==> config.mk <==
export PLATFORM = sky130hd
export DESIGN_NAME = flash_status_host
export DESIGN_NICKNAME = d
export VERILOG_FILES = /design/src/inc/flash_status_pkg.sv /design/src/inc/flash_bus_if.sv /design/src/core/flash_status_host.sv /design/src/core/flash_cycle.sv
export SDC_FILE = /design/constraint.sdc
export NUM_CORES = 1
export LEC_CHECK = 0
export ABC_AREA = 1
export ABC_CLOCK_PERIOD_IN_PS = 2200
export BUFFER_PORTS_ARGS = -buffer_cell sky130_fd_sc_hd__buf_2
export CORE_ASPECT_RATIO = 0.5
export CORE_MARGIN = 3
export CORE_UTILIZATION = 57
export DETAILED_ROUTE_END_ITERATION = 7
export PLACE_DENSITY = 0.8
export SYNTH_ARGS = -nofsm -noshare
export SYNTH_HDL_FRONTEND = slang
export SYNTH_SLANG_ARGS = --single-unit
==> constraint.sdc <==
create_clock -name CLK_I -period 2.2 [get_ports CLK_I]
set_input_delay 0.11 -clock CLK_I [delete_from_list [all_inputs] [get_ports CLK_I]]
set_output_delay 0.11 -clock CLK_I [all_outputs]
set_load 0.01 [all_outputs]
==> src/inc/flash_status_pkg.sv <==
// Constants, command codes and timing for the flash status polling controller.
// Assumes a byte-wide parallel flash with active-low strobes driven by this host.
// Function
// [RQ1] Device gives polling status from the last write strobe of a command.
// [RQ2] Programming shows inverted bit 7 on the polling bit, true bit 7 when done.
// [RQ3] Host reads polling status at the address being programmed.
// [RQ4] Program to a protected sector shows busy about 2 us, then array reads.
// [RQ5] Erase drives polling bit low, high when done or suspended.
// [RQ6] Host polls at an address inside a sector selected for erase.
// [RQ7] Erase of only protected sectors shows busy about 100 us.
// [RQ8] Protected sectors in a mixed erase are skipped without error.
// [RQ9] Host takes valid data only from reads after the one showing completion.
// [RQ10] Device toggle bit inverts every read while an operation runs.
// [RQ11] Device toggle bit also toggles during protected-sector busy times.
// [RQ12] Device toggle bit stops in erase suspend, toggles for suspended program.
// [RQ13] Sector toggle bit inverts on reads inside sectors selected for erase.
// [RQ14] Host compares two consecutive reads; unchanged means finished.
// [RQ15] Still toggling with timeout bit high after recheck means failure, send reset.
// [RQ16] Host restarts the double read after stopping to do other work.
// [RQ17] Timeout bit goes to 1 when the pulse-count limit is exceeded.
// [RQ18] Programming a 0 to a 1 ends in the timeout-failure state.
// [RQ19] After a timeout failure the host writes the reset command.
// [RQ20] Erase window timer bit reads 0 in window, 1 when it expires.
// [RQ21] Device takes further sector erase commands only while the timer bit is 0.
// [RQ22] Host checks polling status before reading the erase window timer bit; this host takes it from any raw read without that check.
// [RQ23] In erase suspend, suspended sectors return status, others array data.
// [RQ24] Reset command is one write of F0 to any address.
// [RQ25] Status replaces array data only while an internal algorithm is pending.
package flash_status_pkg;
    localparam int ADDR_W = 19;
    localparam int DATA_W = 8;
    // Status bit positions on the data bus
    localparam int POLL_BIT = 7;
    localparam int DEV_TOGGLE_BIT = 6;
    localparam int TIMEOUT_BIT = 5;
    localparam int WINDOW_BIT = 3;
    localparam int SECT_TOGGLE_BIT = 2;
    // Commands
    localparam logic [7:0] CMD_RESET = 8'hF0;
    // Bus timing: each strobe phase held this long
    localparam int CLK_MHZ = 50;
    localparam int PHASE_NS = 80;
    localparam int PHASE_CYC = (PHASE_NS * CLK_MHZ + 999) / 1000;
    localparam int PHASE_W = 4;
    typedef enum logic [1:0] {OP_READ, OP_WRITE, OP_POLL, OP_TOGGLE} op_t;
    typedef enum logic [1:0] {RES_OK, RES_FAIL, RES_DATA} res_t;
endpackage

==> src/inc/flash_bus_if.sv <==
// Carries one bus cycle request and its answer between the poller and the cycle engine.
// Assumes a single clock domain.
interface flash_bus_if;
    import flash_status_pkg::*;
    logic req;
    logic wr;
    logic [ADDR_W-1:0] addr;
    logic [DATA_W-1:0] wdata;
    logic done;
    logic [DATA_W-1:0] rdata;
    modport master (output req, output wr, output addr, output wdata, input done, input rdata);
    modport slave (input req, input wr, input addr, input wdata, output done, output rdata);
endinterface

==> src/core/flash_status_host.sv <==
// Host controller: raw flash reads and writes plus the polling and toggle algorithms.
// Assumes the user issues the command sequence with OP_WRITE before polling.
module flash_status_host
    import flash_status_pkg::*;
#(
    parameter int MAX_POLLS = 65535
)
(
    // Clock and reset
    input wire logic CLK_I,
    input wire logic NRST_I,
    // User orders
    input wire logic START_I,
    input wire op_t OP_I,
    input wire logic [ADDR_W-1:0] ADDR_I,
    input wire logic [DATA_W-1:0] DATA_I,
    output logic BUSY_O,
    output logic DONE_O,
    output res_t RESULT_O,
    output logic [DATA_W-1:0] RDATA_O,
    output logic WINDOW_OPEN_O,
    // Flash pins
    output logic [ADDR_W-1:0] FA_O,
    output logic [DATA_W-1:0] FDQ_O,
    output logic FDQ_OE_O,
    input wire logic [DATA_W-1:0] FDQ_I,
    output logic FCE_N_O,
    output logic FOE_N_O,
    output logic FWE_N_O
);
    // ****************************************
    // Cycle engine
    // ****************************************
    flash_bus_if bus ();
    logic [ADDR_W-1:0] a_w;
    logic [DATA_W-1:0] d_w;
    logic oe_w, ce_w, oen_w, wen_w;

    flash_cycle u_cycle (
        .clk_i(CLK_I),
        .nrst_i(NRST_I),
        .bus(bus),
        .addr_o(a_w),
        .dq_o(d_w),
        .dq_oe_o(oe_w),
        .dq_i(FDQ_I),
        .ce_n_o(ce_w),
        .oe_n_o(oen_w),
        .we_n_o(wen_w)
    );

    // Pins registered once more so every top output comes from a flop
    always_ff @(posedge CLK_I or negedge NRST_I) begin
        if (!NRST_I) begin
            FA_O <= '0;
            FDQ_O <= '0;
            FDQ_OE_O <= 1'b0;
            FCE_N_O <= 1'b1;
            FOE_N_O <= 1'b1;
            FWE_N_O <= 1'b1;
        end else begin
            FA_O <= a_w;
            FDQ_O <= d_w;
            FDQ_OE_O <= oe_w;
            FCE_N_O <= ce_w;
            FOE_N_O <= oen_w;
            FWE_N_O <= wen_w;
        end
    end

    // ****************************************
    // Polling sequencer
    // ****************************************
    typedef enum logic [2:0] {S_IDLE, S_RAW, S_FIRST, S_SECOND, S_RECHECK, S_RESET, S_FINAL} st_t;
    st_t st_ff, nxt_st;
    op_t op_ff, nxt_op;
    logic [ADDR_W-1:0] addr_ff, nxt_addr;
    logic [DATA_W-1:0] data_ff, nxt_data;
    logic [DATA_W-1:0] prev_ff, nxt_prev;
    logic req_ff, nxt_req;
    logic wr_ff, nxt_wr;
    logic [DATA_W-1:0] wd_ff, nxt_wd;
    logic busy_ff, nxt_busy, done_ff, nxt_done, win_ff, nxt_win;
    res_t res_ff, nxt_res;
    logic [DATA_W-1:0] rd_ff, nxt_rd;
    logic [15:0] polls_ff, nxt_polls;
    logic [DATA_W-1:0] rd;
    logic toggled, poll_true, timed_out;

    assign rd = bus.rdata;
    // Toggle check compares two back-to-back reads [RQ14]
    assign toggled = (rd[DEV_TOGGLE_BIT] != prev_ff[DEV_TOGGLE_BIT]);
    // Polling bit equal to the expected true bit 7 means finished [RQ2] [RQ5]
    assign poll_true = (rd[POLL_BIT] == data_ff[POLL_BIT]);
    assign timed_out = rd[TIMEOUT_BIT];

    always_comb begin
        nxt_st = st_ff;
        nxt_op = op_ff;
        nxt_addr = addr_ff;
        nxt_data = data_ff;
        nxt_prev = prev_ff;
        nxt_req = 1'b0;
        nxt_wr = wr_ff;
        nxt_wd = wd_ff;
        nxt_busy = busy_ff;
        nxt_done = 1'b0;
        nxt_win = win_ff;
        nxt_res = res_ff;
        nxt_rd = rd_ff;
        nxt_polls = polls_ff;
        unique case (st_ff)
            S_IDLE: begin
                if (START_I) begin
                    nxt_op = OP_I;
                    // Poll address must be the programmed byte or an erasing sector [RQ3] [RQ6]
                    nxt_addr = ADDR_I;
                    nxt_data = DATA_I;
                    nxt_busy = 1'b1;
                    nxt_req = 1'b1;
                    nxt_wr = (OP_I == OP_WRITE);
                    nxt_wd = DATA_I;
                    nxt_polls = '0;
                    nxt_st = (OP_I == OP_READ || OP_I == OP_WRITE) ? S_RAW : S_FIRST;
                end
            end
            S_RAW: begin
                if (bus.done) begin
                    nxt_rd = rd;
                    nxt_res = RES_DATA;
                    // Erase window bit taken from any raw read, with no polling status check first [RQ20] [RQ22]
                    nxt_win = !rd[WINDOW_BIT];
                    nxt_st = S_IDLE;
                    nxt_busy = 1'b0;
                    nxt_done = 1'b1;
                end
            end
            S_FIRST: begin
                if (bus.done) begin
                    // A fresh check always starts with a new double read [RQ16]
                    nxt_prev = rd;
                    nxt_req = 1'b1;
                    nxt_st = S_SECOND;
                end
            end
            S_SECOND: begin
                if (bus.done) begin
                    nxt_prev = rd;
                    nxt_polls = polls_ff + 1'b1;
                    if ((op_ff == OP_POLL) ? poll_true : !toggled) begin
                        // Data is taken from the next read, not the completing one [RQ9]
                        nxt_req = 1'b1;
                        nxt_st = S_FINAL;
                    end else if (timed_out) begin
                        nxt_req = 1'b1;
                        nxt_st = S_RECHECK;
                    end else if (polls_ff == 16'(MAX_POLLS)) begin
                        nxt_wr = 1'b1;
                        nxt_wd = CMD_RESET;
                        nxt_req = 1'b1;
                        nxt_st = S_RESET;
                    end else begin
                        nxt_req = 1'b1;
                    end
                end
            end
            S_RECHECK: begin
                if (bus.done) begin
                    if ((op_ff == OP_POLL) ? poll_true : !toggled) begin
                        nxt_req = 1'b1;
                        nxt_st = S_FINAL;
                    end else begin
                        // Failure: write reset command to return to array reads [RQ15] [RQ19] [RQ24]
                        nxt_wr = 1'b1;
                        nxt_wd = CMD_RESET;
                        nxt_req = 1'b1;
                        nxt_st = S_RESET;
                    end
                end
            end
            S_RESET: begin
                if (bus.done) begin
                    nxt_wr = 1'b0;
                    nxt_res = RES_FAIL;
                    nxt_st = S_IDLE;
                    nxt_busy = 1'b0;
                    nxt_done = 1'b1;
                end
            end
            S_FINAL: begin
                if (bus.done) begin
                    nxt_rd = rd;
                    nxt_res = RES_OK;
                    nxt_st = S_IDLE;
                    nxt_busy = 1'b0;
                    nxt_done = 1'b1;
                end
            end
            default: nxt_st = S_IDLE;
        endcase
    end

    always_ff @(posedge CLK_I or negedge NRST_I) begin
        if (!NRST_I) begin
            st_ff <= S_IDLE;
            op_ff <= OP_READ;
            addr_ff <= '0;
            data_ff <= '0;
            prev_ff <= '0;
            req_ff <= 1'b0;
            wr_ff <= 1'b0;
            wd_ff <= '0;
            busy_ff <= 1'b0;
            done_ff <= 1'b0;
            win_ff <= 1'b0;
            res_ff <= RES_OK;
            rd_ff <= '0;
            polls_ff <= '0;
        end else begin
            st_ff <= nxt_st;
            op_ff <= nxt_op;
            addr_ff <= nxt_addr;
            data_ff <= nxt_data;
            prev_ff <= nxt_prev;
            req_ff <= nxt_req;
            wr_ff <= nxt_wr;
            wd_ff <= nxt_wd;
            busy_ff <= nxt_busy;
            done_ff <= nxt_done;
            win_ff <= nxt_win;
            res_ff <= nxt_res;
            rd_ff <= nxt_rd;
            polls_ff <= nxt_polls;
        end
    end

    assign bus.req = req_ff;
    assign bus.wr = wr_ff;
    assign bus.addr = addr_ff;
    assign bus.wdata = wd_ff;
    assign BUSY_O = busy_ff;
    assign DONE_O = done_ff;
    assign RESULT_O = res_ff;
    assign RDATA_O = rd_ff;
    assign WINDOW_OPEN_O = win_ff;
endmodule

==> src/core/flash_cycle.sv <==
// Runs one asynchronous read or write cycle on the flash pins.
// Assumes strobe timing met by holding the strobe phase PHASE_CYC clocks; setup and end take one clock each.
module flash_cycle
    import flash_status_pkg::*;
(
    input wire logic clk_i,
    input wire logic nrst_i,
    flash_bus_if.slave bus,
    output logic [ADDR_W-1:0] addr_o,
    output logic [DATA_W-1:0] dq_o,
    output logic dq_oe_o,
    input wire logic [DATA_W-1:0] dq_i,
    output logic ce_n_o,
    output logic oe_n_o,
    output logic we_n_o
);
    typedef enum logic [1:0] {C_IDLE, C_SETUP, C_STROBE, C_END} cst_t;
    cst_t st_ff, nxt_st;
    logic [PHASE_W-1:0] cnt_ff, nxt_cnt;
    logic wr_ff, nxt_wr;
    logic [ADDR_W-1:0] addr_ff, nxt_addr;
    logic [DATA_W-1:0] wd_ff, nxt_wd, rd_ff, nxt_rd;
    logic done_ff, nxt_done;

    always_comb begin
        nxt_st = st_ff;
        nxt_cnt = cnt_ff;
        nxt_wr = wr_ff;
        nxt_addr = addr_ff;
        nxt_wd = wd_ff;
        nxt_rd = rd_ff;
        nxt_done = 1'b0;
        unique case (st_ff)
            C_IDLE: begin
                if (bus.req) begin
                    nxt_st = C_SETUP;
                    nxt_wr = bus.wr;
                    nxt_addr = bus.addr;
                    nxt_wd = bus.wdata;
                    nxt_cnt = '0;
                end
            end
            C_SETUP: begin
                nxt_st = C_STROBE;
                nxt_cnt = '0;
            end
            C_STROBE: begin
                nxt_cnt = cnt_ff + 1'b1;
                if (cnt_ff == PHASE_W'(PHASE_CYC - 1)) begin
                    nxt_st = C_END;
                    nxt_rd = dq_i;
                end
            end
            C_END: begin
                nxt_st = C_IDLE;
                nxt_done = 1'b1;
            end
        endcase
    end

    always_ff @(posedge clk_i or negedge nrst_i) begin
        if (!nrst_i) begin
            st_ff <= C_IDLE;
            cnt_ff <= '0;
            wr_ff <= 1'b0;
            addr_ff <= '0;
            wd_ff <= '0;
            rd_ff <= '0;
            done_ff <= 1'b0;
        end else begin
            st_ff <= nxt_st;
            cnt_ff <= nxt_cnt;
            wr_ff <= nxt_wr;
            addr_ff <= nxt_addr;
            wd_ff <= nxt_wd;
            rd_ff <= nxt_rd;
            done_ff <= nxt_done;
        end
    end

    // Each read is a full chip-select cycle so the device counts it for toggling
    assign addr_o = addr_ff;
    assign dq_o = wd_ff;
    assign dq_oe_o = wr_ff && (st_ff != C_IDLE);
    assign ce_n_o = !(st_ff == C_SETUP || st_ff == C_STROBE);
    assign oe_n_o = !(!wr_ff && st_ff == C_STROBE);
    assign we_n_o = !(wr_ff && st_ff == C_STROBE);
    assign bus.done = done_ff;
    assign bus.rdata = rd_ff;
endmodule

=== Word-level counts from Yosys, hierarchy flattened ===
Cells that the tools add are included.

* Add/sub/neg operators: 2
* Equal/unequal tests: 30
* Reductions and logical operators: 39
* Multiplexer cells: 48

{| class="wikitable"
|+ Operators with widths
! cell !! count
|-
| $mux 8 || 7
|-
| $mux 16 || 2
|-
| $pmux 16 s2 || 1
|-
| $mux 3 || 8
|-
| $pmux 8 s3 || 1
|-
| $add 16x1->16 const B || 1
|-
| $eq 16x16->1 const B || 1
|-
| $ne 2x1->1 const B || 8
|-
| $reduce_and 2->1 || 8
|-
| $pmux 3 s5 || 1
|-
| $mux 1 || 14
|-
| $mux 2 || 7
|-
| $ne 2x2->1 const B || 6
|-
| $pmux 4 s3 || 1
|-
| $eq 3x3->1 const B || 3
|-
| $reduce_and 9->1 || 1
|-
| $reduce_bool 3->1 || 3
|-
| $pmux 2 s4 || 1
|-
| $reduce_and 8->1 || 1
|-
| $eq 2x2->1 const B || 3
|-
| $eq 3x2->1 const B || 2
|-
| $logic_not 1->1 || 6
|-
| $pmux 2 s3 || 1
|-
| $reduce_and 3->1 || 2
|-
| other kinds (20) || 30
|}

* Bits in registers: 152
* Word-level logic and storage cells: 146
* Output and inout port bits: 44
* Bits of input ports: 40

=== Depth between registers and ports, before layout ===
Gate-level depths: netlist of the first run.

* Depth after elaboration: 6
* Depth in mapped cells: 11
* Depth with buffers taken out: 10

=== By module ===
From an unflattened synthesis of the first run, not the netlist that was laid out.

* Cells, all modules: 553
* Area total of the unflattened synthesis: 5695.5 um^2

{| class="wikitable"
|+ Modules (own cells, without submodules)
! module !! cells an instance !! area each (um^2) !! instances !! sequential area each (um^2)
|-
| flash_status_host || 410 || 3903.7 || 1 || 2406.1
|-
| flash_cycle || 143 || 1791.7 || 1 || 1076.0
|}

=== Least setup slack after synthesis of the first run ===
No wires, ideal clock.

* Path type: register to register
* From: register u_cycle.st_ff[0]
* To: register u_cycle.rd_ff[1], in the netlist u_cycle.bus.rdata[1]
* Library setup time: 0.125 ns
* Cell stages (with the launch flop): 7
* Required time: 2.075 ns
* Period minus slack after synthesis: 1.512 ns
* Setup slack: 0.688 ns
* Arrival: 1.387 ns
* Path buffers: 2
* Cells stage by stage: dfrtp_1 inv_1 ha_1 clkbuf_1 nand3_1 buf_2 mux2_2

* Word-level cells in the longest chain between the ends: 2

{| class="wikitable"
|+ RTL lines
! element !! line !! RTL
|-
| start, declared || flash_cycle.sv:18 || <nowiki>cst_t st_ff, nxt_st;</nowiki>
|-
| start signal, assigned || flash_cycle.sv:71 || <nowiki>st_ff <= nxt_st;</nowiki>
|-
| $eq 2x2->1 || flash_cycle.sv:33 || <nowiki>unique case (st_ff)</nowiki>
|-
| $reduce_and 2->1 (no source line) || -- ||
|-
| end signal, assigned || flash_cycle.sv:76 || <nowiki>rd_ff <= nxt_rd;</nowiki>
|-
| end, declared || flash_cycle.sv:22 || <nowiki>logic [DATA_W-1:0] wd_ff, nxt_wd, rd_ff, nxt_rd;</nowiki>
|}

No other way between the ends.
A chain may end at the register's enable or synchronous reset.

=== Worst setup path in the final report of the first run ===
* From: register st_ff[0]
* To: register addr_ff[12]

* Word-level cells in the longest chain between the ends: 2

{| class="wikitable"
|+ RTL lines
! element !! line !! RTL
|-
| start, declared || flash_status_host.sv:75 || <nowiki>st_t st_ff, nxt_st;</nowiki>
|-
| start signal, assigned || flash_status_host.sv:220 || <nowiki>st_ff <= nxt_st;</nowiki>
|-
| $logic_not 3->1 || flash_status_host.sv:112 || <nowiki>unique case (st_ff)</nowiki>
|-
| $reduce_and 2->1 (no source line) || -- ||
|-
| end signal, assigned || flash_status_host.sv:222 || <nowiki>addr_ff <= nxt_addr;</nowiki>
|-
| end, declared || flash_status_host.sv:77 || <nowiki>logic [ADDR_W-1:0] addr_ff, nxt_addr;</nowiki>
|}

No other way between the ends.

==> key figures, run 1 <==
Final layout
  • Most frequent cells in the layout: 189 x nand2_1, 136 x dfrtp_1, 82 x buf_2
  • Area Overhead vs Synth: 25.1%
  • Final Util: 74.5%
  • Final nets: 778
  • Layout cell share with drive strength beyond 1: 22.9%
  • Antenna cells: 0
  • Filler cells: between 600 and 700
  • Most common cell after layout, fill and taps aside: nand2_1

Logic synthesis
  • Yosys warns: 0
  • Post-synth EDFFs: 0
  • Proportion of synthesized chip area in sequential cells: 60.7%
  • Synthesized flop and latch total: approximately 140
  • Distinct cells, synth: 35
  • Post-Syn Area: 5740 µm²
  • Syn Inst Count: 609
  • Mean post-synth cell area: 9.43 µm²
  • Dominant synthesized flop cell: dfrtp_1
  • Syn nets: about 650
  • Ys async rst share: 100%

Clock tree
  • Total setup buffers inserted after CTS: 0
  • CTS clock-pin slew for the worst setup and hold paths: around 0.06 ns
  • Post_cts resized: 0
  • Total CTS buffers: 17
  • CTS tree: done
  • Worst-Skew Late Latency: 0.42 ns
  • Clock Sinks: 139
  • # H-tree levels: 4
  • # hold bufs at CTS: 32
  • Deepest clock path buffer count: 2
  • Clock root buffer: clkbuf_16

Timing
  • Rel. slew slack: between 50% and 60%
  • Fmax: 544 MHz
  • # setup viols final: 0
  • Fin. max-slew vios: 0
  • Slew @ Worst Pin: 0.662 ns
  • Unrepaired setup endpoints after global routing: false
  • Skew final: 0.0104 ns
  • Post-layout min period: 1.84 ns
  • Fin Setup TNS: 0 ns
  • Fin crit share: a little over four fifths
  • Final Hold Viols: 0

Setup path
  • CP startpoint kind: flip-flop
  • Arr. time, crit path: 2.17 ns
  • Crit path buf inv count: 3
  • Slowest cell on the critical path: dfrtp_1
  • Most used cell, CP: nand2_1
  • Crit end category: flip-flop
  • Worst path required time: 2.53 ns
  • Worst-path cell chain: nor2_1, nand2_1, inv_2, nand2_4, inv_1, buf_4, nand2_1, o21ai_0
  • Max incr delay on CP: roughly 0.45 ns
  • CP max FO: 24
  • Critical path class: reg2reg
  • CP delay by family, top: simple AND/OR/NAND/NOR gates

Floorplanning
  • Die X: 148 µm
  • Top-level I/O count: 84
  • Die footprint: 11400 µm²
  • Row count: 25
  • Starting Density: 59.6%
  • Core area: 9630 µm²
  • Die height: 77.0 µm

Run status
  • Outcome: completed

Pwr
  • Switching share of power: approximately 36%
  • Switching pwr: 0.00359 W
  • Worst VDD drop: slightly above 0.0007 V
  • Internal power: 0.00634 W
  • Combinational fraction of design power: between 20% and 30%
  • Pwr dens: 1380 nW/µm²
  • Share of power burned in registers: 41.0%
  • Clock group share of total power: 29.1%
  • P_leak: 3.71 nW

Global route
  • Vias in the first global route: 4488
  • Antenna violations before repair: 0
  • Total grt overflow: 0
  • Global-route wire length before repair: approximately 21000 µm
  • Largest net degree at the start of global routing: 74
  • GRT Total Usage: 23.7%

Drt
  • Drc violations: 0
  • Vias per cell: 5.18
  • Final ANT Viol Nets: 0
  • Post-Route WL: 12700 µm
  • Iteration-0 DRC count of the detailed router: between 200 and 300
  • DRT Pass-1 Iters: 5
  • Detailed-route via count: between 4000 and 5000
  • Wire per inst: 14.4 µm

Place
  • DP HPWL: between 7000 and 8000 µm
  • Gpl congestion: around 0.88
  • PortBufs: 83

Min path
  • Min-delay worst type: in2reg

Job
  • Max-cap violation count: 0
[power groups by stage]
stage | clock network [W] | logic, W | registers, W
final | 0.00289 | 0.00297 | 0.00407
after floorplan | 0 | 0.00187 | 0.00416
after CTS | 0.00293 | 0.00296 | 0.00407
after global placement | 0 | 0.00274 | 0.00405
after global routing | 0.00305 | 0.00336 | 0.00418
after detailed placement | 0 | 0.00285 | 0.00409
[logic make-up (layout without fill, tap and decap cells)]
group	after synthesis	after routing	synth area share, %
DFF	139	139	60.7
muxes	5	5	0.981
AOI/OAI and AO/OA	80	80	7.89
adders and majority gates	5	5	1.09
and+or+nand+nor	295	295	22.8
buffers and inverters	85	222	6.56
[Yosys cell counts, types with 2 or more instances]
| cell | n | area [µm²] |
|---|---|---|
| dfrtp_1 | 136 | 3400 |
| nor2_1 | 29 | 109 |
| buf_2 | 4 | 20.0 |
| nand4_1 | 9 | 56.3 |
| inv_1 | 62 | 233 |
| nand3_1 | 27 | 135 |
| a21oi_1 | 15 | 75.1 |
| buf_6 | 3 | 33.8 |
| inv_2 | 5 | 18.8 |
| clkbuf_1 | 6 | 22.5 |
| ha_1 | 5 | 62.6 |
| nor2_4 | 2 | 22.5 |
| and3_1 | 3 | 18.8 |
| nand3b_1 | 4 | 30.0 |
| dfstp_2 | 3 | 78.8 |
| nand2_4 | 3 | 33.8 |
| buf_4 | 3 | 22.5 |
| nand3_2 | 3 | 30.0 |
| o21ai_0 | 51 | 255 |
| nor2_2 | 4 | 25.0 |
| nand2_2 | 7 | 43.8 |
| mux2_2 | 5 | 56.3 |
| o21ai_2 | 8 | 70.1 |
| nor3_1 | 9 | 45.0 |
| nand2_1 | 189 | 709 |
| or2_2 | 5 | 31.3 |
[path summary, 6_finish.rpt]
path	startpoint	end	slack [ns]	cells after the start
min reg2reg	u_cycle.addr_o[11]	FA_O[11]	0.37	0
max in group asynchronous	NRST_I	addr_ff[11]	1.13	3
min in group asynchronous	NRST_I	FA_O[0]	0.27	2
max	st_ff[0]	addr_ff[12]	0.36	8
min	DATA_I[3]	bus.wdata[3]	0.02	4
max reg2reg	st_ff[0]	addr_ff[12]	0.36	8
[state kept, by name, summed over array words and instances (netlist names), 3 cells and up]
signal	count
FA_O	19
FDQ_O	8
RDATA_O	8
addr_ff	19
bus.wdata	8
polls_ff	16
st_ff	3
u_cycle.addr_o	19
u_cycle.bus.rdata	8
u_cycle.cnt_ff	4
u_cycle.dq_o	8
[layer usage]
| metal | wire length [µm] | track usage [%] |
|---|---|---|
| met1 | 5710 | 32.4 |
| met2 | 5870 | 36.7 |
| met3 | 863 | 6.55 |
| met4 | 210 | 8.48 |
| met5 | 0 | 0 |
[worst register-to-register path: stages, from the launching register on]
cell and delay (ns):
dfrtp_1 0.45, nor2_1 0.26, nand2_1 0.16, inv_2 0.13, nand2_4 0.15, inv_1 0.13, buf_4 0.26, nand2_1 0.11
o21ai_0 0.11
[metrics by stage]
| step | cell area [µm²] | hold WS (ns) | total power [W] | instances | setup WS [ns] |
|---|---|---|---|---|---|
| floorplan | 5740 | -0.186 | 0.00603 | 609 | 0.688 |
| global placement | 6260 | 0.165 | 0.00679 | 817 | 0.510 |
| detailed placement | 6260 | 0.165 | 0.00694 | 817 | 0.441 |
| CTS | 7180 | 0.00712 | 0.00995 | 881 | 0.394 |
| global route | 7180 | 0.0353 | 0.0106 | 881 | 0.228 |
| finish | 7180 | 0.0169 | 0.00993 | 881 | 0.360 |
[cell type report]
class,instances,area (µm²),area share [%]
Clock buffer,19,443,6.17
Clock inverter,13,153,2.13
Inverter,68,258,3.59
Multi-Input combinational cell,385,1880,26.2
Sequential cell,139,3480,48.5
Tap cell,135,169,2.35
Timing Repair Buffer,122,795,11.1
Note: power is estimated with default switching activity, not from simulation.
==> run 2: changes to the inputs <==
--- a/config.mk
+++ b/config.mk
@@ -6,13 +6,13 @@
 export NUM_CORES = 1
 export LEC_CHECK = 0
 export ABC_AREA = 1
-export ABC_CLOCK_PERIOD_IN_PS = 2200
+export ABC_CLOCK_PERIOD_IN_PS = 1500
 export BUFFER_PORTS_ARGS = -buffer_cell sky130_fd_sc_hd__buf_2
 export CORE_ASPECT_RATIO = 0.5
 export CORE_MARGIN = 3
-export CORE_UTILIZATION = 57
+export CORE_UTILIZATION = 51
 export DETAILED_ROUTE_END_ITERATION = 7
-export PLACE_DENSITY = 0.8
+export PLACE_DENSITY = 0.75
 export SYNTH_ARGS = -nofsm -noshare
 export SYNTH_HDL_FRONTEND = slang
 export SYNTH_SLANG_ARGS = --single-unit
==> constraint.sdc (replaced) <==
create_clock -name CLK_I -period 1.5 [get_ports CLK_I]
set_input_delay 0.075 -clock CLK_I [delete_from_list [all_inputs] [get_ports CLK_I]]
set_output_delay 0.075 -clock CLK_I [all_outputs]
set_load 0.01 [all_outputs]
==> run 2 against run 1 <==
The flow now finishes with violations (negative setup slack). Cell area up 14%. Clock skew down 0.0019 ns. Fmax up 15%. Critical path type unchanged. First-iteration DRC count up 9.2%. Worst setup slack worse by 0.47 ns.
==> key figures, run 2 (same netlist as run 1, synthesis figures left out) <==
Setup path
  • CP max FO: 8 (-67%)
  • Arr. time, crit path: 1.95 ns (-0.22 ns)
  • Worst path required time: 1.84 ns (-0.69 ns)
  • Critical path class: reg2reg
  • Crit end category: flip-flop
  • CP startpoint kind: flip-flop

Job
  • Max-cap violation count: 0 (unchanged)

Clock tree
  • Total CTS buffers: 17 (unchanged)
  • CTS clock-pin slew for the worst setup and hold paths: 0.06 ns (about the same)
  • Worst-Skew Late Latency: 0.42 ns (about the same)
  • Clock root buffer: clkbuf_16
  • CTS tree: done
  • # H-tree levels: 4 (unchanged)
  • Clock Sinks: 139 (unchanged)
  • Deepest clock path buffer count: 2 (unchanged)

Pwr
  • Clock group share of total power: 25.0% (-4.1 points)
  • Combinational fraction of design power: 38.0% (+8.1 points)
  • Pwr dens: 1990 nW/µm² (+44%)
  • Worst VDD drop: 0.000999 V (+41%)
  • Share of power burned in registers: 37.0% (-4.0 points)
  • Switching pwr: 0.00612 W (+71%)
  • Overall Power: 0.0163 W (+64%)
  • Internal power: 0.0101 W (+60%)
  • P_leak: 4.14 nW (+11%)
  • Switching share of power: 37.6% (+1.5 points)

Floorplanning
  • Die height: 81.0 µm (+5.3%)
  • Die X: 156 µm (+5.5%)
  • Top-level I/O count: 84 (unchanged)
  • Die footprint: 12600 µm² (+11%)
  • Starting Density: 54.3% (-5.3 points)
  • Core area: 10600 µm² (+9.7%)
  • Row count: 26 (+4.0%)

Timing
  • Post-layout min period: 1.61 ns (-0.234 ns)
  • Fin. max-slew vios: 0 (unchanged)
  • # setup viols final: 37 (+37)
  • Slew @ Worst Pin: 0.412 ns (-0.251 ns)
  • Skew final: 0.00855 ns (-0.00187 ns)
  • Fmax: 623 MHz (+15%)
  • Unrepaired setup endpoints after global routing: true
  • Final worst-path setup slack: -0.106 ns (-0.466 ns)
  • Final Hold Viols: 0 (unchanged)
  • Rel. slew slack: 72.3% (+16 points)
  • Fin crit share: 107% (+23 points)

Global route
  • Global-route wire length before repair: 21300 µm (-0.49%)
  • Total grt overflow: 0 (unchanged)
  • Antenna violations before repair: 0 (unchanged)
  • Vias in the first global route: 4457 (-0.69%)
  • Largest net degree at the start of global routing: 44 (-41%)
  • GRT Total Usage: 21.8% (-1.9 points)

Drt
  • Detailed-route via count: 4851 (+6.4%)
  • Vias per cell: 5.14 (-0.74%)
  • DRT Pass-1 Iters: 5 (unchanged)
  • Drc violations: 0 (unchanged)
  • Post-Route WL: 15200 µm (+20%)
  • Wire per inst: 16.1 µm (+12%)
  • Iteration-0 DRC count of the detailed router: 322 (+9.2%)
  • Final ANT Viol Nets: 0 (unchanged)

Final layout
  • Final nets: 836 (+7.5%)
  • Final Util: 77.3% (+2.7 points)
  • Most common cell after layout, fill and taps aside: nand2_1
  • Area Overhead vs Synth: 42.3%
  • Multi-input logic area: 2270 µm² (+20%)
  • Most frequent cells in the layout: 157 x nand2_1, 133 x dfrtp_1, 82 x buf_2
  • Filler cells: 628 (-5.0%)
  • Antenna cells: 0 (unchanged)
  • Reg area: 3490 µm² (+0.11%)
  • Layout cell share with drive strength beyond 1: 36.6% (+14 points)

Place
  • Gpl congestion: 0.931 (+6.2%)
  • DP HPWL: 8010 µm (+2.3%)
  • PortBufs: 83 (unchanged)

Run status
  • Outcome: finished with violations
  • Failing checks: negative setup slack

Min path
  • Min-delay worst type: in2reg
[run 2: area by class of cell]
cell class | count | area share (%)
clock buffers | 18 | 5.25
clock inverters | 14 | 1.67
inverters | 68 | 3.26
multi-input cells | 388 | 27.7
flip-flops and latches | 139 | 42.7
well taps | 140 | 2.14
repair buffers | 177 | 17.3
[run 2: critical path, stage by stage, from the launching register on]
cell and delay, ns:
dfrtp_2 0.49, nor2_4 0.18, nand2_2 0.10, inv_2 0.10
nand2_4 0.10, clkinvlp_4 0.11, buf_12 0.15, clkbuf_16 0.17
nand2_2 0.05, o21ai_1 0.07
[run 2: power groups by stage]
| stage | combinational, W | sequential [W] | clock, W |
|---|---|---|---|
| 5_1_grt | 0.00677 | 0.00617 | 0.00427 |
| 6_report | 0.00618 | 0.00601 | 0.00406 |
| 3_5_place_dp | 0.00447 | 0.00596 | 0 |
| 3_3_place_gp | 0.00432 | 0.00590 | 0 |
| 4_1_cts | 0.00469 | 0.00595 | 0.00408 |
| 2_1_floorplan | 0.00274 | 0.00610 | 0 |
[run 2: metal layers]
layer | up-vias | part of all wire [%] | global-route usage, %
li1 | 2301 | - | -
met1 | 2351 | 42 | 28.2
met2 | 171 | 50 | 36.2
met3 | 28 | 6.5 | 5.32
met4 | 0 | 1.3 | 8.02
met5 | - | 0 | 0
[run 2: worst paths after layout]
check | start | end | slack, ns | cells after the start
setup / recovery | st_ff[0] | addr_ff[18] | -0.11 | 9
hold / removal | OP_I[1] | op_ff[1] | 0.02 | 3
setup reg to reg | st_ff[0] | addr_ff[18] | -0.11 | 9
hold reg to reg | u_cycle.dq_o[2] | FDQ_O[2] | 0.38 | 0
max in group asynchronous | NRST_I | u_cycle.st_ff[1] | 0.73 | 3
min in group asynchronous | NRST_I | polls_ff[14] | 0.14 | 2
[run 2: stage by stage]
step | worst slack [ns] | instance area (µm²) | cells | TNS [ns] | hold slack, ns
after floorplan | 0.00665 | 5740 | 609 | 0 | -0.221
after global placement | -0.0867 | 6510 | 846 | -0.758 | 0.0165
after CTS | -0.0242 | 7490 | 918 | -0.138 | 0.0222
after detailed placement | -0.133 | 6510 | 846 | -1.33 | 0.0197
final | -0.106 | 8170 | 944 | -2.24 | 0.0217
after global routing | -0.155 | 8170 | 944 | -4.47 | 0.0248
[run 2: timing repair]
action | in CTS | in global routing
endpoints found under the hold margin | 156 | 0
pin swaps | 4 | 28
cloned | 1 | 9
resized for setup | 8 | 119
setup endpoints to repair | 26 | 69
hold buffers | 37 | 0
buffers inserted | 2 | 17
==> run 3: changes to the inputs <==
--- a/config.mk
+++ b/config.mk
@@ -9,7 +9,7 @@
 export ABC_CLOCK_PERIOD_IN_PS = 1500
 export BUFFER_PORTS_ARGS = -buffer_cell sky130_fd_sc_hd__buf_2
 export CORE_ASPECT_RATIO = 0.5
-export CORE_MARGIN = 3
+export CORE_MARGIN = 2
 export CORE_UTILIZATION = 51
 export DETAILED_ROUTE_END_ITERATION = 7
 export PLACE_DENSITY = 0.75
==> run 3 against run 2 <==
The run still ends with negative setup slack left. Global-route usage increased by 0.86 points. Final cell count decreased by 0.53%. Register-to-register slack improved by 0.02 ns. Power decreased by 1.7%. Core utilization decreased by 4.9 points. Fmax increased by 1.3%. Critical path depth unchanged. Critical path type unchanged. Critical endpoint is now bus.wdata[7]. Largest cell class unchanged. Highest routed layer unchanged.
==> key figures, run 3 (same netlist as run 1, synthesis figures left out) <==
Drt
  • Wire per inst: 15.2 µm (-5.5%)
  • Iteration-0 DRC count of the detailed router: 288 (-11%)
  • Final ANT Viol Nets: 0 (unchanged)
  • Vias per cell: 5.14 (about the same)
  • Drc violations: 0 (unchanged)
  • Post-Route WL: 14300 µm (-6.0%)
  • DRT Pass-1 Iters: 5 (unchanged)
  • Detailed-route via count: 4830 (-0.43%)

Setup path
  • CP max FO: 6 (-2)
  • Critical path class: reg2reg
  • Slowest cell on the critical path: dfrtp_2
  • Worst path required time: 1.80 ns (-0.04 ns)
  • R2R setup slack: -0.09 ns (+0.02 ns)
  • CP startpoint kind: flip-flop
  • Crit path buf inv count: 1 (-3)
  • Worst r2r path cells: 9 (unchanged)
  • Crit path depth: 9 (unchanged)
  • Crit end category: flip-flop
  • Worst-path cell chain: nor2_4, nand2_2, nand2_4, nand3_4, nand2_4, nor2_4, buf_4, nand3_1, nand2_1
  • Max incr delay on CP: 0.47 ns (-0.02 ns)
  • CP delay by family, top: simple AND/OR/NAND/NOR gates
  • Arr. time, crit path: 1.89 ns (-0.06 ns)

Timing
  • # setup viols final: 12 (-68%)
  • Rel. slew slack: 69.5% (-2.8 points)
  • Fmax: 631 MHz (+1.3%)
  • Final Hold Viols: 0 (unchanged)
  • Final worst-path setup slack: -0.0855 ns (+0.0204 ns)
  • Unrepaired setup endpoints after global routing: true
  • Skew final: 0.00878 ns (+0.000235 ns)
  • Post-layout min period: 1.59 ns (-0.0204 ns)
  • Slew @ Worst Pin: 0.458 ns (+0.0460 ns)
  • Fin. max-slew vios: 0 (unchanged)
  • Fin crit share: 106% (-1.4 points)

Final layout
  • Most frequent cells in the layout: 171 x nand2_1, 132 x dfrtp_1, 82 x buf_2
  • Antenna cells: 0 (unchanged)
  • Multi-input logic area: 2150 µm² (-5.1%)
  • Most common cell after layout, fill and taps aside: nand2_1
  • Filler cells: 733 (+17%)
  • Area Overhead vs Synth: 38.5%
  • Layout cell share with drive strength beyond 1: 32.5% (-4.1 points)
  • Reg area: 3490 µm² (about the same)
  • Final nets: 826 (-1.2%)
  • Final non-filler cell area: 7950 µm² (-2.7%)
  • Final std cells w/o fill: 939 (-0.53%)

Place
  • Area after DPL: 6530 µm² (+0.17%)
  • Gpl congestion: 0.859 (-7.7%)
  • DP HPWL: 8250 µm (+3.0%)
  • Post-Place Worst Slack: -0.115 ns (+0.0180 ns)
  • PortBufs: 83 (unchanged)
  • Placed Cells: 850 (+0.47%)

Floorplanning
  • Die footprint: 12200 µm² (-3.7%)
  • Top-level I/O count: 84 (unchanged)
  • Die X: 154 µm (-1.3%)
  • Starting Density: 52.3% (-2.0 points)
  • Die height: 79.0 µm (-2.5%)
  • Core area: 11000 µm² (+3.8%)
  • Row count: 27 (+3.8%)

Global route
  • Total grt overflow: 0 (unchanged)
  • GR Layer Usage met2: 37.1% (+0.97 points)
  • GRT Total Usage: 22.6% (+0.86 points)
  • Antenna violations before repair: 0 (unchanged)
  • Vias in the first global route: 4569 (+2.5%)
  • GR Util met1: 29.8% (+1.6 points)
  • Global route hottest layer: met2
  • Met3 Usage GRT: 5.19% (-0.14 points)
  • Largest net degree at the start of global routing: 45 (+2.3%)
  • Global-route wire length before repair: 21300 µm (+0.26%)

Clock tree
  • Deepest clock path buffer count: 2 (unchanged)
  • CTS clock-pin slew for the worst setup and hold paths: 0.06 ns (about the same)
  • Total CTS buffers: 17 (unchanged)
  • Clock root buffer: clkbuf_16
  • Worst-Skew Late Latency: 0.41 ns (about the same)
  • Clock Sinks: 139 (unchanged)
  • # H-tree levels: 4 (unchanged)
  • CTS tree: done

Min path
  • Hold depth: 4 (+1)
  • Min-delay worst type: in2reg

Run status
  • Outcome: finished with violations
  • Failing checks: negative setup slack

Pwr
  • Share of power burned in registers: 37.6% (+0.6 points)
  • Clock group share of total power: 26.5% (+1.5 points)
  • Switching share of power: 36.8% (-0.79 points)
  • Pwr dens: 2010 nW/µm² (+1.0%)
  • P_leak: 4.01 nW (-3.1%)
  • Internal power: 0.0101 W (-0.41%)
  • Switching pwr: 0.00589 W (-3.7%)
  • Combinational fraction of design power: 35.9% (-2.1 points)
  • Worst VDD drop: 0.00126 V (+27%)

Job
  • Max-cap violation count: 0 (unchanged)
[run 3: cell types whose count changed in the layout (fill, tap and decap cells not counted), sizes merged]
cell,change
buf,-6
bufinv,+1
clkbuf,-1
clkinv,-4
clkinvlp,+1
dlygate4sd3,-2
inv,+1
[run 3: timing repair]
item	CTS	global route
hold buffers	35	0
pin swaps	7	14
endpoints found under the setup margin	64	68
cloned	2	3
gates resized for setup	14	58
buffers inserted	4	13
endpoints found under the hold margin	161	0
[run 3: layer usage]
layer | vias up | part of all wire, %
met5 | - | 0
met4 | 0 | 2.2
met3 | 32 | 4.7
met2 | 160 | 49
met1 | 2344 | 44
li1 | 2294 | -
[run 3: worst register-to-register path: stages (launching register included)]
cell and delay (ns):
dfrtp_2 0.47, nor2_4 0.23, nand2_2 0.12, nand2_4 0.12, nand3_4 0.10, nand2_4 0.12
nor2_4 0.06, buf_4 0.14, nand3_1 0.07, nand2_1 0.06
[run 3: final timing paths]
kind                                    from      endpoint
max                                 st_ff[1]  bus.wdata[7]
min                                DATA_I[2]  bus.wdata[2]
max reg2reg                         st_ff[1]  bus.wdata[7]
min reg2reg                u_cycle.addr_o[5]       FA_O[5]
max in group asynchronous             NRST_I      st_ff[2]
min in group asynchronous             NRST_I  polls_ff[15]
[run 3: layout make-up]
type | count | share of cell area, %
clock buffer | 19 | 5.57
clock inverter | 13 | 1.95
inverter | 68 | 3.35
multi-input combinational | 388 | 27.1
sequential | 139 | 43.9
tap | 145 | 2.28
timing repair buffer | 167 | 15.9
[run 3: stage by stage]
stage	TNS, ns	util (%)	total power, W	hold WS, ns
after floorplan	0	-	0.00884	-0.221
after global placement	-0.695	59.4	0.0102	0.0333
after detailed placement	-2.68	59.4	0.0105	0.0343
after CTS	-0.0291	69.0	0.0151	0.00568
after global routing	-2.01	72.4	0.0170	0.0310
final	-0.499	72.4	0.0160	0.0113
[run 3: power groups by stage]
stage               logic (W)  clock network, W  registers (W)
floorplan             0.00274                 0        0.00610
global placement      0.00433                 0        0.00590
CTS                   0.00485           0.00430        0.00594
global route          0.00636           0.00447        0.00615
finish                0.00574           0.00424        0.00601
detailed placement    0.00452                 0        0.00597
